--- config.mk ---
export PLATFORM = sky130hd
export DESIGN_NAME = keyed_watchdog_timer
export DESIGN_NICKNAME = d
export VERILOG_FILES = /design/src/rtl/wdt_pkg.sv /design/src/rtl/keyed_watchdog_timer.sv /design/src/rtl/key_seq_detect.sv
export VERILOG_INCLUDE_DIRS = /design/src /design/src/rtl
export SDC_FILE = /design/constraint.sdc
export NUM_CORES = 1
export LEC_CHECK = 0
export ABC_AREA = 1
export BUFFER_PORTS_ARGS = -buffer_cell sky130_fd_sc_hd__buf_2
export CORE_ASPECT_RATIO = 1.5
export CORE_MARGIN = 4
export CORE_UTILIZATION = 35
export CTS_BUF_LIST = sky130_fd_sc_hd__clkbuf_16
export DETAILED_ROUTE_END_ITERATION = 16
export PLACE_DENSITY_LB_ADDON = 0.08
export SLEW_MARGIN = 20
export SYNTH_ARGS = -nofsm -noshare
export SYNTH_HDL_FRONTEND = slang
export SYNTH_SLANG_ARGS = --single-unit
--- constraint.sdc ---
create_clock -name SYS_CLK -period 4.65 [get_ports SYS_CLK]
set_input_delay 0.2325 -clock SYS_CLK [delete_from_list [all_inputs] [get_ports SYS_CLK]]
set_output_delay 0.2325 -clock SYS_CLK [all_outputs]
set_load 0.02 [all_outputs]
--- src/rtl/wdt_map.svh ---
`ifndef WDT_MAP_SVH
`define WDT_MAP_SVH

// register indexes; byte address is four times the index
`define WDT_CTRL_IDX    10'h0E6
`define WDT_STAT_IDX    10'h0E8
`define WDT_MASK_IDX    10'h0EA
`define WDT_CTRL_ADDR   {`WDT_CTRL_IDX, 2'b00}
`define WDT_STAT_ADDR   {`WDT_STAT_IDX, 2'b00}
`define WDT_MASK_ADDR   {`WDT_MASK_IDX, 2'b00}

`define WDT_CTRL_RESET  16'hC080
`define WDT_EXP_LOW     10
`define WDT_EXP_BASE    20

// key words
`define WDT_KEY_UNLOCK1 16'h3333
`define WDT_KEY_UNLOCK2 16'hCCCC
`define WDT_KEY_SERVE1  16'hAAAA
`define WDT_KEY_SERVE2  16'h5555

// interrupt status bits
`define WDT_EV_NMI      0
`define WDT_EV_RST      1

`define AXI_OKAY        2'h0
`define AXI_SLVERR      2'h2

`endif

--- src/rtl/wdt_pkg.sv ---
package wdt_pkg;

    typedef struct packed {
        logic       watchdog_run_enable;
        logic       timeout_action_select;
        logic       watchdog_reset_seen_flag;
        logic       interrupt_raised_flag;
        logic [3:0] reserved;
        logic [7:0] timeout_sel;
    } ctrl_t;

    typedef struct packed {
        logic unlock;
        logic service;
        logic any_key;
        logic cfg_write;
    } key_evt_t;

    typedef enum logic [1:0] {
        KEY_IDLE,
        KEY_GOT_UNLOCK1,
        KEY_GOT_SERVE1
    } key_state_t;

endpackage

--- src/rtl/keyed_watchdog_timer.sv ---
// Summary of operation
// - after any reset the watchdog runs: enabled, resets, longest timeout
// - one unlock admits at most one configuration write
// - while enabled a counter advances; passing the duration is timeout
// - AAAAh then 5555h clears the counter; software must service
// - bit 15 set enables counting, cleared disables it
// - bit 14 set: timeout asserts a full system reset
// - bit 14 clear: timeout raises NMI, or system reset if flag set
// - bit 13 set by watchdog reset, survives it, cleared by key or NRST
// - bit 12 set after NMI, cleared by any key sequence
// - bits 7:0 pick exponent 10 or 20..26; duration 2^exp clocks
`timescale 1ns/100ps
`include "wdt_map.svh"

module keyed_watchdog_timer
    import wdt_pkg::*;
#(
    parameter int EXP_LOW  = `WDT_EXP_LOW,
    parameter int EXP_BASE = `WDT_EXP_BASE
) (
    // clock and reset
    input  wire logic        SYS_CLK,
    input  wire logic        NRST,
    // axi4-lite write address
    input  wire logic [11:0] S_AXI_AWADDR,
    input  wire logic        S_AXI_AWVALID,
    output wire logic        S_AXI_AWREADY,
    // axi4-lite write data
    input  wire logic [31:0] S_AXI_WDATA,
    input  wire logic [3:0]  S_AXI_WSTRB,
    input  wire logic        S_AXI_WVALID,
    output wire logic        S_AXI_WREADY,
    // axi4-lite write response
    output wire logic [1:0]  S_AXI_BRESP,
    output wire logic        S_AXI_BVALID,
    input  wire logic        S_AXI_BREADY,
    // axi4-lite read address
    input  wire logic [11:0] S_AXI_ARADDR,
    input  wire logic        S_AXI_ARVALID,
    output wire logic        S_AXI_ARREADY,
    // axi4-lite read data
    output wire logic [31:0] S_AXI_RDATA,
    output wire logic [1:0]  S_AXI_RRESP,
    output wire logic        S_AXI_RVALID,
    input  wire logic        S_AXI_RREADY,
    // watchdog actions
    output wire logic        WDT_SYS_RESET,
    output wire logic        WDT_NMI,
    output wire logic        IRQ
);

    localparam int CNT_W = 27;

    logic             aw_held_reg;
    logic [11:0]      aw_addr_reg;
    logic             w_held_reg;
    logic [31:0]      w_data_reg;
    logic [3:0]       w_strb_reg;
    logic             bvalid_reg;
    logic [1:0]       bresp_reg;
    logic             rvalid_reg;
    logic [31:0]      rdata_reg;
    logic [1:0]       rresp_reg;
    ctrl_t            ctrl_reg;
    ctrl_t            ctrl_next;
    ctrl_t            wr_fields;
    logic             unlocked_reg;
    logic             unlocked_next;
    logic [CNT_W-1:0] count_reg;
    logic [CNT_W-1:0] count_next;
    logic [1:0]       stat_reg;
    logic [1:0]       stat_next;
    logic [1:0]       mask_reg;
    logic             sysrst_reg;
    logic             nmi_reg;
    key_evt_t         key_evt;
    logic [4:0]       exp_sel;
    logic             sel_valid;

    // bus slave decode
    wire aw_take = S_AXI_AWVALID && S_AXI_AWREADY;
    wire w_take  = S_AXI_WVALID && S_AXI_WREADY;
    wire ar_take = S_AXI_ARVALID && S_AXI_ARREADY;
    wire wr_do   = aw_held_reg && w_held_reg;
    wire hit_ctrl_w = aw_addr_reg == `WDT_CTRL_ADDR;
    wire hit_stat_w = aw_addr_reg == `WDT_STAT_ADDR;
    wire hit_mask_w = aw_addr_reg == `WDT_MASK_ADDR;
    wire wr_mapped  = hit_ctrl_w || hit_stat_w || hit_mask_w;
    // control needs both low lanes; a half word would split a key
    wire wr_ctrl = wr_do && hit_ctrl_w && (&w_strb_reg[1:0]);
    wire wr_stat = wr_do && hit_stat_w && w_strb_reg[0];
    wire wr_mask = wr_do && hit_mask_w && w_strb_reg[0];
    wire hit_ctrl_r = S_AXI_ARADDR == `WDT_CTRL_ADDR;
    wire hit_stat_r = S_AXI_ARADDR == `WDT_STAT_ADDR;
    wire hit_mask_r = S_AXI_ARADDR == `WDT_MASK_ADDR;
    wire rd_mapped  = hit_ctrl_r || hit_stat_r || hit_mask_r;
    wire [31:0] rd_mux = hit_ctrl_r ? {16'h0000, ctrl_reg} :
                         hit_stat_r ? {30'h00000000, stat_reg} :
                         hit_mask_r ? {30'h00000000, mask_reg} :
                         32'h00000000;

    assign S_AXI_AWREADY = !aw_held_reg && !bvalid_reg;
    assign S_AXI_WREADY  = !w_held_reg && !bvalid_reg;
    assign S_AXI_BVALID  = bvalid_reg;
    assign S_AXI_BRESP   = bresp_reg;
    assign S_AXI_ARREADY = !rvalid_reg;
    assign S_AXI_RVALID  = rvalid_reg;
    assign S_AXI_RDATA   = rdata_reg;
    assign S_AXI_RRESP   = rresp_reg;

    always_ff @(posedge SYS_CLK) begin
        if (!NRST) begin
            aw_held_reg <= 1'b0;
            aw_addr_reg <= 12'h000;
            w_held_reg  <= 1'b0;
            w_data_reg  <= 32'h00000000;
            w_strb_reg  <= 4'h0;
            bvalid_reg  <= 1'b0;
            bresp_reg   <= `AXI_OKAY;
        end else begin
            if (aw_take) begin
                aw_held_reg <= 1'b1;
                aw_addr_reg <= S_AXI_AWADDR;
            end else if (wr_do) begin
                aw_held_reg <= 1'b0;
            end
            if (w_take) begin
                w_held_reg <= 1'b1;
                w_data_reg <= S_AXI_WDATA;
                w_strb_reg <= S_AXI_WSTRB;
            end else if (wr_do) begin
                w_held_reg <= 1'b0;
            end
            if (wr_do) begin
                bvalid_reg <= 1'b1;
                bresp_reg  <= wr_mapped ? `AXI_OKAY : `AXI_SLVERR;
            end else if (S_AXI_BREADY) begin
                bvalid_reg <= 1'b0;
            end
        end
    end

    always_ff @(posedge SYS_CLK) begin
        if (!NRST) begin
            rvalid_reg <= 1'b0;
            rdata_reg  <= 32'h00000000;
            rresp_reg  <= `AXI_OKAY;
        end else if (ar_take) begin
            rvalid_reg <= 1'b1;
            rdata_reg  <= rd_mux;
            rresp_reg  <= rd_mapped ? `AXI_OKAY : `AXI_SLVERR;
        end else if (S_AXI_RREADY) begin
            rvalid_reg <= 1'b0;
        end
    end

    key_seq_detect u_keys (
        .SYS_CLK   (SYS_CLK),
        .NRST      (NRST),
        .WR_STROBE (wr_ctrl),
        .WR_DATA   (w_data_reg[15:0]),
        .EVT       (key_evt)
    );

    // lowest set select bit; all zero never times out
    always_comb begin
        exp_sel   = 5'(EXP_BASE + 6);
        sel_valid = 1'b0;
        for (int i = 7; i >= 1; i--) begin
            if (ctrl_reg.timeout_sel[i]) begin
                exp_sel   = 5'(EXP_BASE + i - 1);
                sel_valid = 1'b1;
            end
        end
        if (ctrl_reg.timeout_sel[0]) begin
            exp_sel   = 5'(EXP_LOW);
            sel_valid = 1'b1;
        end
    end

    wire [CNT_W-1:0] dur_m1 = (CNT_W'(1) << exp_sel) - CNT_W'(1);
    wire running  = ctrl_reg.watchdog_run_enable;
    // a shortened setting below the running count times out at once
    wire timeout  = running && sel_valid && count_reg >= dur_m1;
    wire rst_fire = timeout && (ctrl_reg.timeout_action_select
                                || ctrl_reg.interrupt_raised_flag);
    wire nmi_fire = timeout && !rst_fire;

    always_comb begin
        count_next = count_reg;
        if (timeout || key_evt.service) begin
            count_next = '0;
        end else if (running) begin
            count_next = count_reg + CNT_W'(1);
        end
    end

    // flags and reserved bits are never loaded from a write
    assign wr_fields = ctrl_t'(w_data_reg[15:0]);

    always_comb begin
        ctrl_next = ctrl_reg;
        if (unlocked_reg && key_evt.cfg_write) begin
            ctrl_next.watchdog_run_enable   = wr_fields.watchdog_run_enable;
            ctrl_next.timeout_action_select = wr_fields.timeout_action_select;
            ctrl_next.timeout_sel           = wr_fields.timeout_sel;
        end
        if (key_evt.any_key) begin
            ctrl_next.watchdog_reset_seen_flag = 1'b0;
            ctrl_next.interrupt_raised_flag    = 1'b0;
        end
        if (nmi_fire) begin
            ctrl_next.interrupt_raised_flag = 1'b1;
        end
        if (rst_fire) begin
            ctrl_next = ctrl_t'(`WDT_CTRL_RESET);
            ctrl_next.watchdog_reset_seen_flag = 1'b1;
        end
    end

    // any control write spends the unlock, key words included
    always_comb begin
        unlocked_next = unlocked_reg;
        if (rst_fire) begin
            unlocked_next = 1'b0;
        end else if (key_evt.unlock) begin
            unlocked_next = 1'b1;
        end else if (wr_ctrl) begin
            unlocked_next = 1'b0;
        end
    end

    // set wins over a same-cycle write-one clear
    assign stat_next = (stat_reg & ~(wr_stat ? w_data_reg[1:0] : 2'b00))
                       | {rst_fire, nmi_fire};

    always_ff @(posedge SYS_CLK) begin
        if (!NRST) begin
            ctrl_reg     <= ctrl_t'(`WDT_CTRL_RESET);
            unlocked_reg <= 1'b0;
            count_reg    <= '0;
            stat_reg     <= 2'b00;
            mask_reg     <= 2'b00;
            sysrst_reg   <= 1'b0;
            nmi_reg      <= 1'b0;
        end else begin
            ctrl_reg     <= ctrl_next;
            unlocked_reg <= unlocked_next;
            count_reg    <= count_next;
            stat_reg     <= stat_next;
            if (wr_mask) begin
                mask_reg <= w_data_reg[1:0];
            end
            sysrst_reg   <= rst_fire;
            nmi_reg      <= nmi_fire;
        end
    end

    assign WDT_SYS_RESET = sysrst_reg;
    assign WDT_NMI       = nmi_reg;
    assign IRQ           = |(stat_reg & mask_reg);
endmodule

--- src/rtl/key_seq_detect.sv ---
`timescale 1ns/100ps
`include "wdt_map.svh"

module key_seq_detect
    import wdt_pkg::*;
(
    // clock and reset
    input  wire logic        SYS_CLK,
    input  wire logic        NRST,
    // control register writes
    input  wire logic        WR_STROBE,
    input  wire logic [15:0] WR_DATA,
    // classified write
    output key_evt_t         EVT
);

    key_state_t state_reg;
    key_state_t state_next;

    wire is_u1 = WR_DATA == `WDT_KEY_UNLOCK1;
    wire is_u2 = WR_DATA == `WDT_KEY_UNLOCK2;
    wire is_s1 = WR_DATA == `WDT_KEY_SERVE1;
    wire is_s2 = WR_DATA == `WDT_KEY_SERVE2;
    wire unlock_done = WR_STROBE && state_reg == KEY_GOT_UNLOCK1 && is_u2;
    wire serve_done  = WR_STROBE && state_reg == KEY_GOT_SERVE1 && is_s2;

    // first key words and completing words are never configuration
    wire cfg_done = WR_STROBE && !unlock_done && !serve_done
                    && !is_u1 && !is_s1;

    // one driver for the whole event word
    assign EVT = '{unlock:    unlock_done,
                   service:   serve_done,
                   any_key:   unlock_done || serve_done,
                   cfg_write: cfg_done};

    always_comb begin
        state_next = state_reg;
        if (WR_STROBE) begin
            if (is_u1) begin
                state_next = KEY_GOT_UNLOCK1;
            end else if (is_s1) begin
                state_next = KEY_GOT_SERVE1;
            end else begin
                state_next = KEY_IDLE;
            end
        end
    end

    always_ff @(posedge SYS_CLK) begin
        if (!NRST) begin
            state_reg <= KEY_IDLE;
        end else begin
            state_reg <= state_next;
        end
    end
endmodule

==> metrics.yaml <==
global_routing:
  grt_pass1_vias: 4566
  track_usage: 0.153
  grt_first_pass_wirelength_mm: 20.7
  grt_max_degree: 38
  grt_overflow: 0
  grt_antenna_before_repair: 0
final_layout:
  num_antenna_cells: 0
  syn_to_final_growth_pct: 14.1
  utilization: 0.408
  nFillCells: 1611
  fin_nets: 906
  fin_area_mm2: 0.00595
  final_cells: 1011
  largest_reg_flops: 27
  drive_gt1_frac: 0.121
setup_path:
  ff2ff_setup_slack_ns: 1.74
  slowest_stage: "dfxtp_1"
  crit_family: "simple AND/OR/NAND/NOR gates"
  crit_type: "reg -> reg"
  worstPathRequired_ns: 4.91
  crit_buf_inv: 2
  start_kind: "flip-flop"
  crit_top_cell: "nand2_1"
  arrival_ns: 3.17
  path_cells: "inv_1, nand2_1, nor2_1, nand2_1, ha_1, nand2_1, nor2_1, nand4_1, inv_1, a21oi_1, nand3_1, nand2_1, nand3_2, nor2_1"
  crit_path_end_kind: "flip-flop"
  max_stage_delay_ns: 0.60
  critical_path_peak_fanout: 27
floorplan:
  die_area_mm2: 0.0170
  fp.dieH_um: 158
  rows: 54
  core_area_mm2: 0.0146
  initial_core_util: 0.357
  fp.dieW_um: 108
  ioPinCount: 111
detailed_routing:
  dr.pass1.iters: 5
  dr_wl_met2_mm: 7.06
  dr_wl_met3_um: 363
  wl_met1_mm: 4.96
  totalWireLength_mm: 12.7
  drt-vias-per-instance: 4.63
  drt-wirelength-per-cell_um: 12.6
  drtIter0Drc: 155
  routed.top_layer: "met4"
  ant_nets: 0
  drc_errors: 0
  vias: 4683
place:
  dp_hpwl_mm: 10.1
  place_area_mm2: 0.00566
  io_buffers: 70
  dp_slack_ns: 1.68
  placed_cells: 995
  routabilityCongestion: 0.872
synth:
  yosysTopAreaCellShare: 0.368
  synth_ff_type: "dfxtp_1"
  syn_area_per_cell_um2: 7.00
  yosys-top-cells-area: "dfxtp_1, nand2_1, nor2_1"
  netlist_area_mm2: 0.00522
  synth_edf_count: 0
  syn_inst: 745
  synthArstFlopShare: 0
  yosys_warnings: 0
  synthTopCellsByCount: "nand2_1, nor2_1, dfxtp_1"
  yosysSeqAreaShare: 0.368
  ys_ff_latch: 96
  yosysMostFrequentCell: "nand2_1"
  synth_cell_types: 41
  yosysTopAreaCell: "dfxtp_1"
timing:
  setup_violations: 0
  finalCritPeriodShare: 0.625
  drv_slew: 0
  skew_ns: 0.00971
  tns_ns: 0
  maxSlewHeadroom: 0.443
  rsz0062_at_grt: "no"
  hold_viol_final: 0
  post-route-min-period_ns: 2.91
  clock.fmax_mhz: 344
  worst_pin_slew_ns: 0.833
  finalWorstSetupSlack_ns: 1.74
power_and_ir_drop:
  power.leakage_uw: 0.00267
  ir_worst_vdd_mv: 0.160
  p_per_area_mw_per_mm2: 296
status:
  outcome: "complete, no violations"
clock_tree:
  cts_resized: 0
  numCtsBuffers: 9
  clockRootBuffer: "clkbuf_16"
  postCtsSetupRepairBufs: 0
  ctsHoldBuffers: 0
  ctsLongestPathBuffers: 2
  clk-insertion-delay-late_ns: 0.35
  h-tree-depth: 3
  cts_tree: "done"
  path_clk_slew_ns: 0.06
  cts.sinks: 96
hold_path:
  hold_path_class: "in -> reg"
run:
  drv_cap: 0
path summary, 6_finish.rpt:
path	start	endpoint	cells after the start
worst max register to register	ctrl_reg[0]$_SDFFE_PP0P_	count_reg[17]$_SDFFE_PP0P_	14
worst min register to register	aw_addr_reg[6]$_SDFFE_PN0P_	aw_addr_reg[6]$_SDFFE_PN0P_	2
worst min-delay path	S_AXI_AWADDR[7]	aw_addr_reg[7]$_SDFFE_PN0P_	3
worst max-delay path	ctrl_reg[0]$_SDFFE_PP0P_	count_reg[17]$_SDFFE_PP0P_	14
worst register-to-register path: stages (launching register included):
cell	delay (ns)
dfxtp_1	0.60
inv_1	0.25
nand2_1	0.16
nor2_1	0.06
nand2_1	0.08
ha_1	0.24
nand2_1	0.09
nor2_1	0.06
nand4_1	0.09
inv_1	0.05
a21oi_1	0.13
nand3_1	0.15
nand2_1	0.13
nand3_2	0.47
nor2_1	0.26
routing by layer:
metal / GRT usage / up-vias
li1: - / 2462
met1: 0.155 / 2116
met2: 0.306 / 84
met3: 0.0209 / 21
met4: 0.0620 / 0
met5: 0 / -
cell usage in the layout, fill, tap and decap left out, types with 29 or more instances in the layout:
cell and count:
nand3_1 41, inv_1 83, nor2_1 121, ha_1 29, o21ai_0 47, a21oi_1 46, dfxtp_1 96, nand2_1 135
buf_2 70, conb_1 34
cell families after synthesis:
logic type | share of synthesized area
flops | 0.368
other cells | 0.00144
buf+inv | 0.114
xor+xnor | 0.0386
fa+ha+maj | 0.0696
mux | 0.00192
simple gates | 0.296
compound gates | 0.110
power by group:
group / internal [µW] / total, µW / leakage [µW] / switching, µW
combinational: 53.3 / 163 / 0.00174 / 110
clock: 412 / 726 / 0.000146 / 314
sequential: 854 / 874 / 0.000782 / 20.3
total: 1320 / 1760 / 0.00267 / 444
cell type report:
cell class / count / area, µm² / share of cell area
Inverter: 84 / 315 / 0.0530
Clock inverter: 7 / 63.8 / 0.0107
Timing Repair Buffer: 71 / 358 / 0.0601
Multi-Input combinational cell: 548 / 2820 / 0.474
Sequential cell: 96 / 1920 / 0.323
Tap cell: 196 / 245 / 0.0412
Clock buffer: 9 / 225 / 0.0378
stage by stage:
step	power, µW	hold slack [ns]
after floorplan	1020	0.391
after global placement	1050	0.447
after detailed placement	1060	0.453
after CTS	1790	0.124
after global routing	1850	0.144
final	1760	0.139
Power figures use the tool's default switching activity.
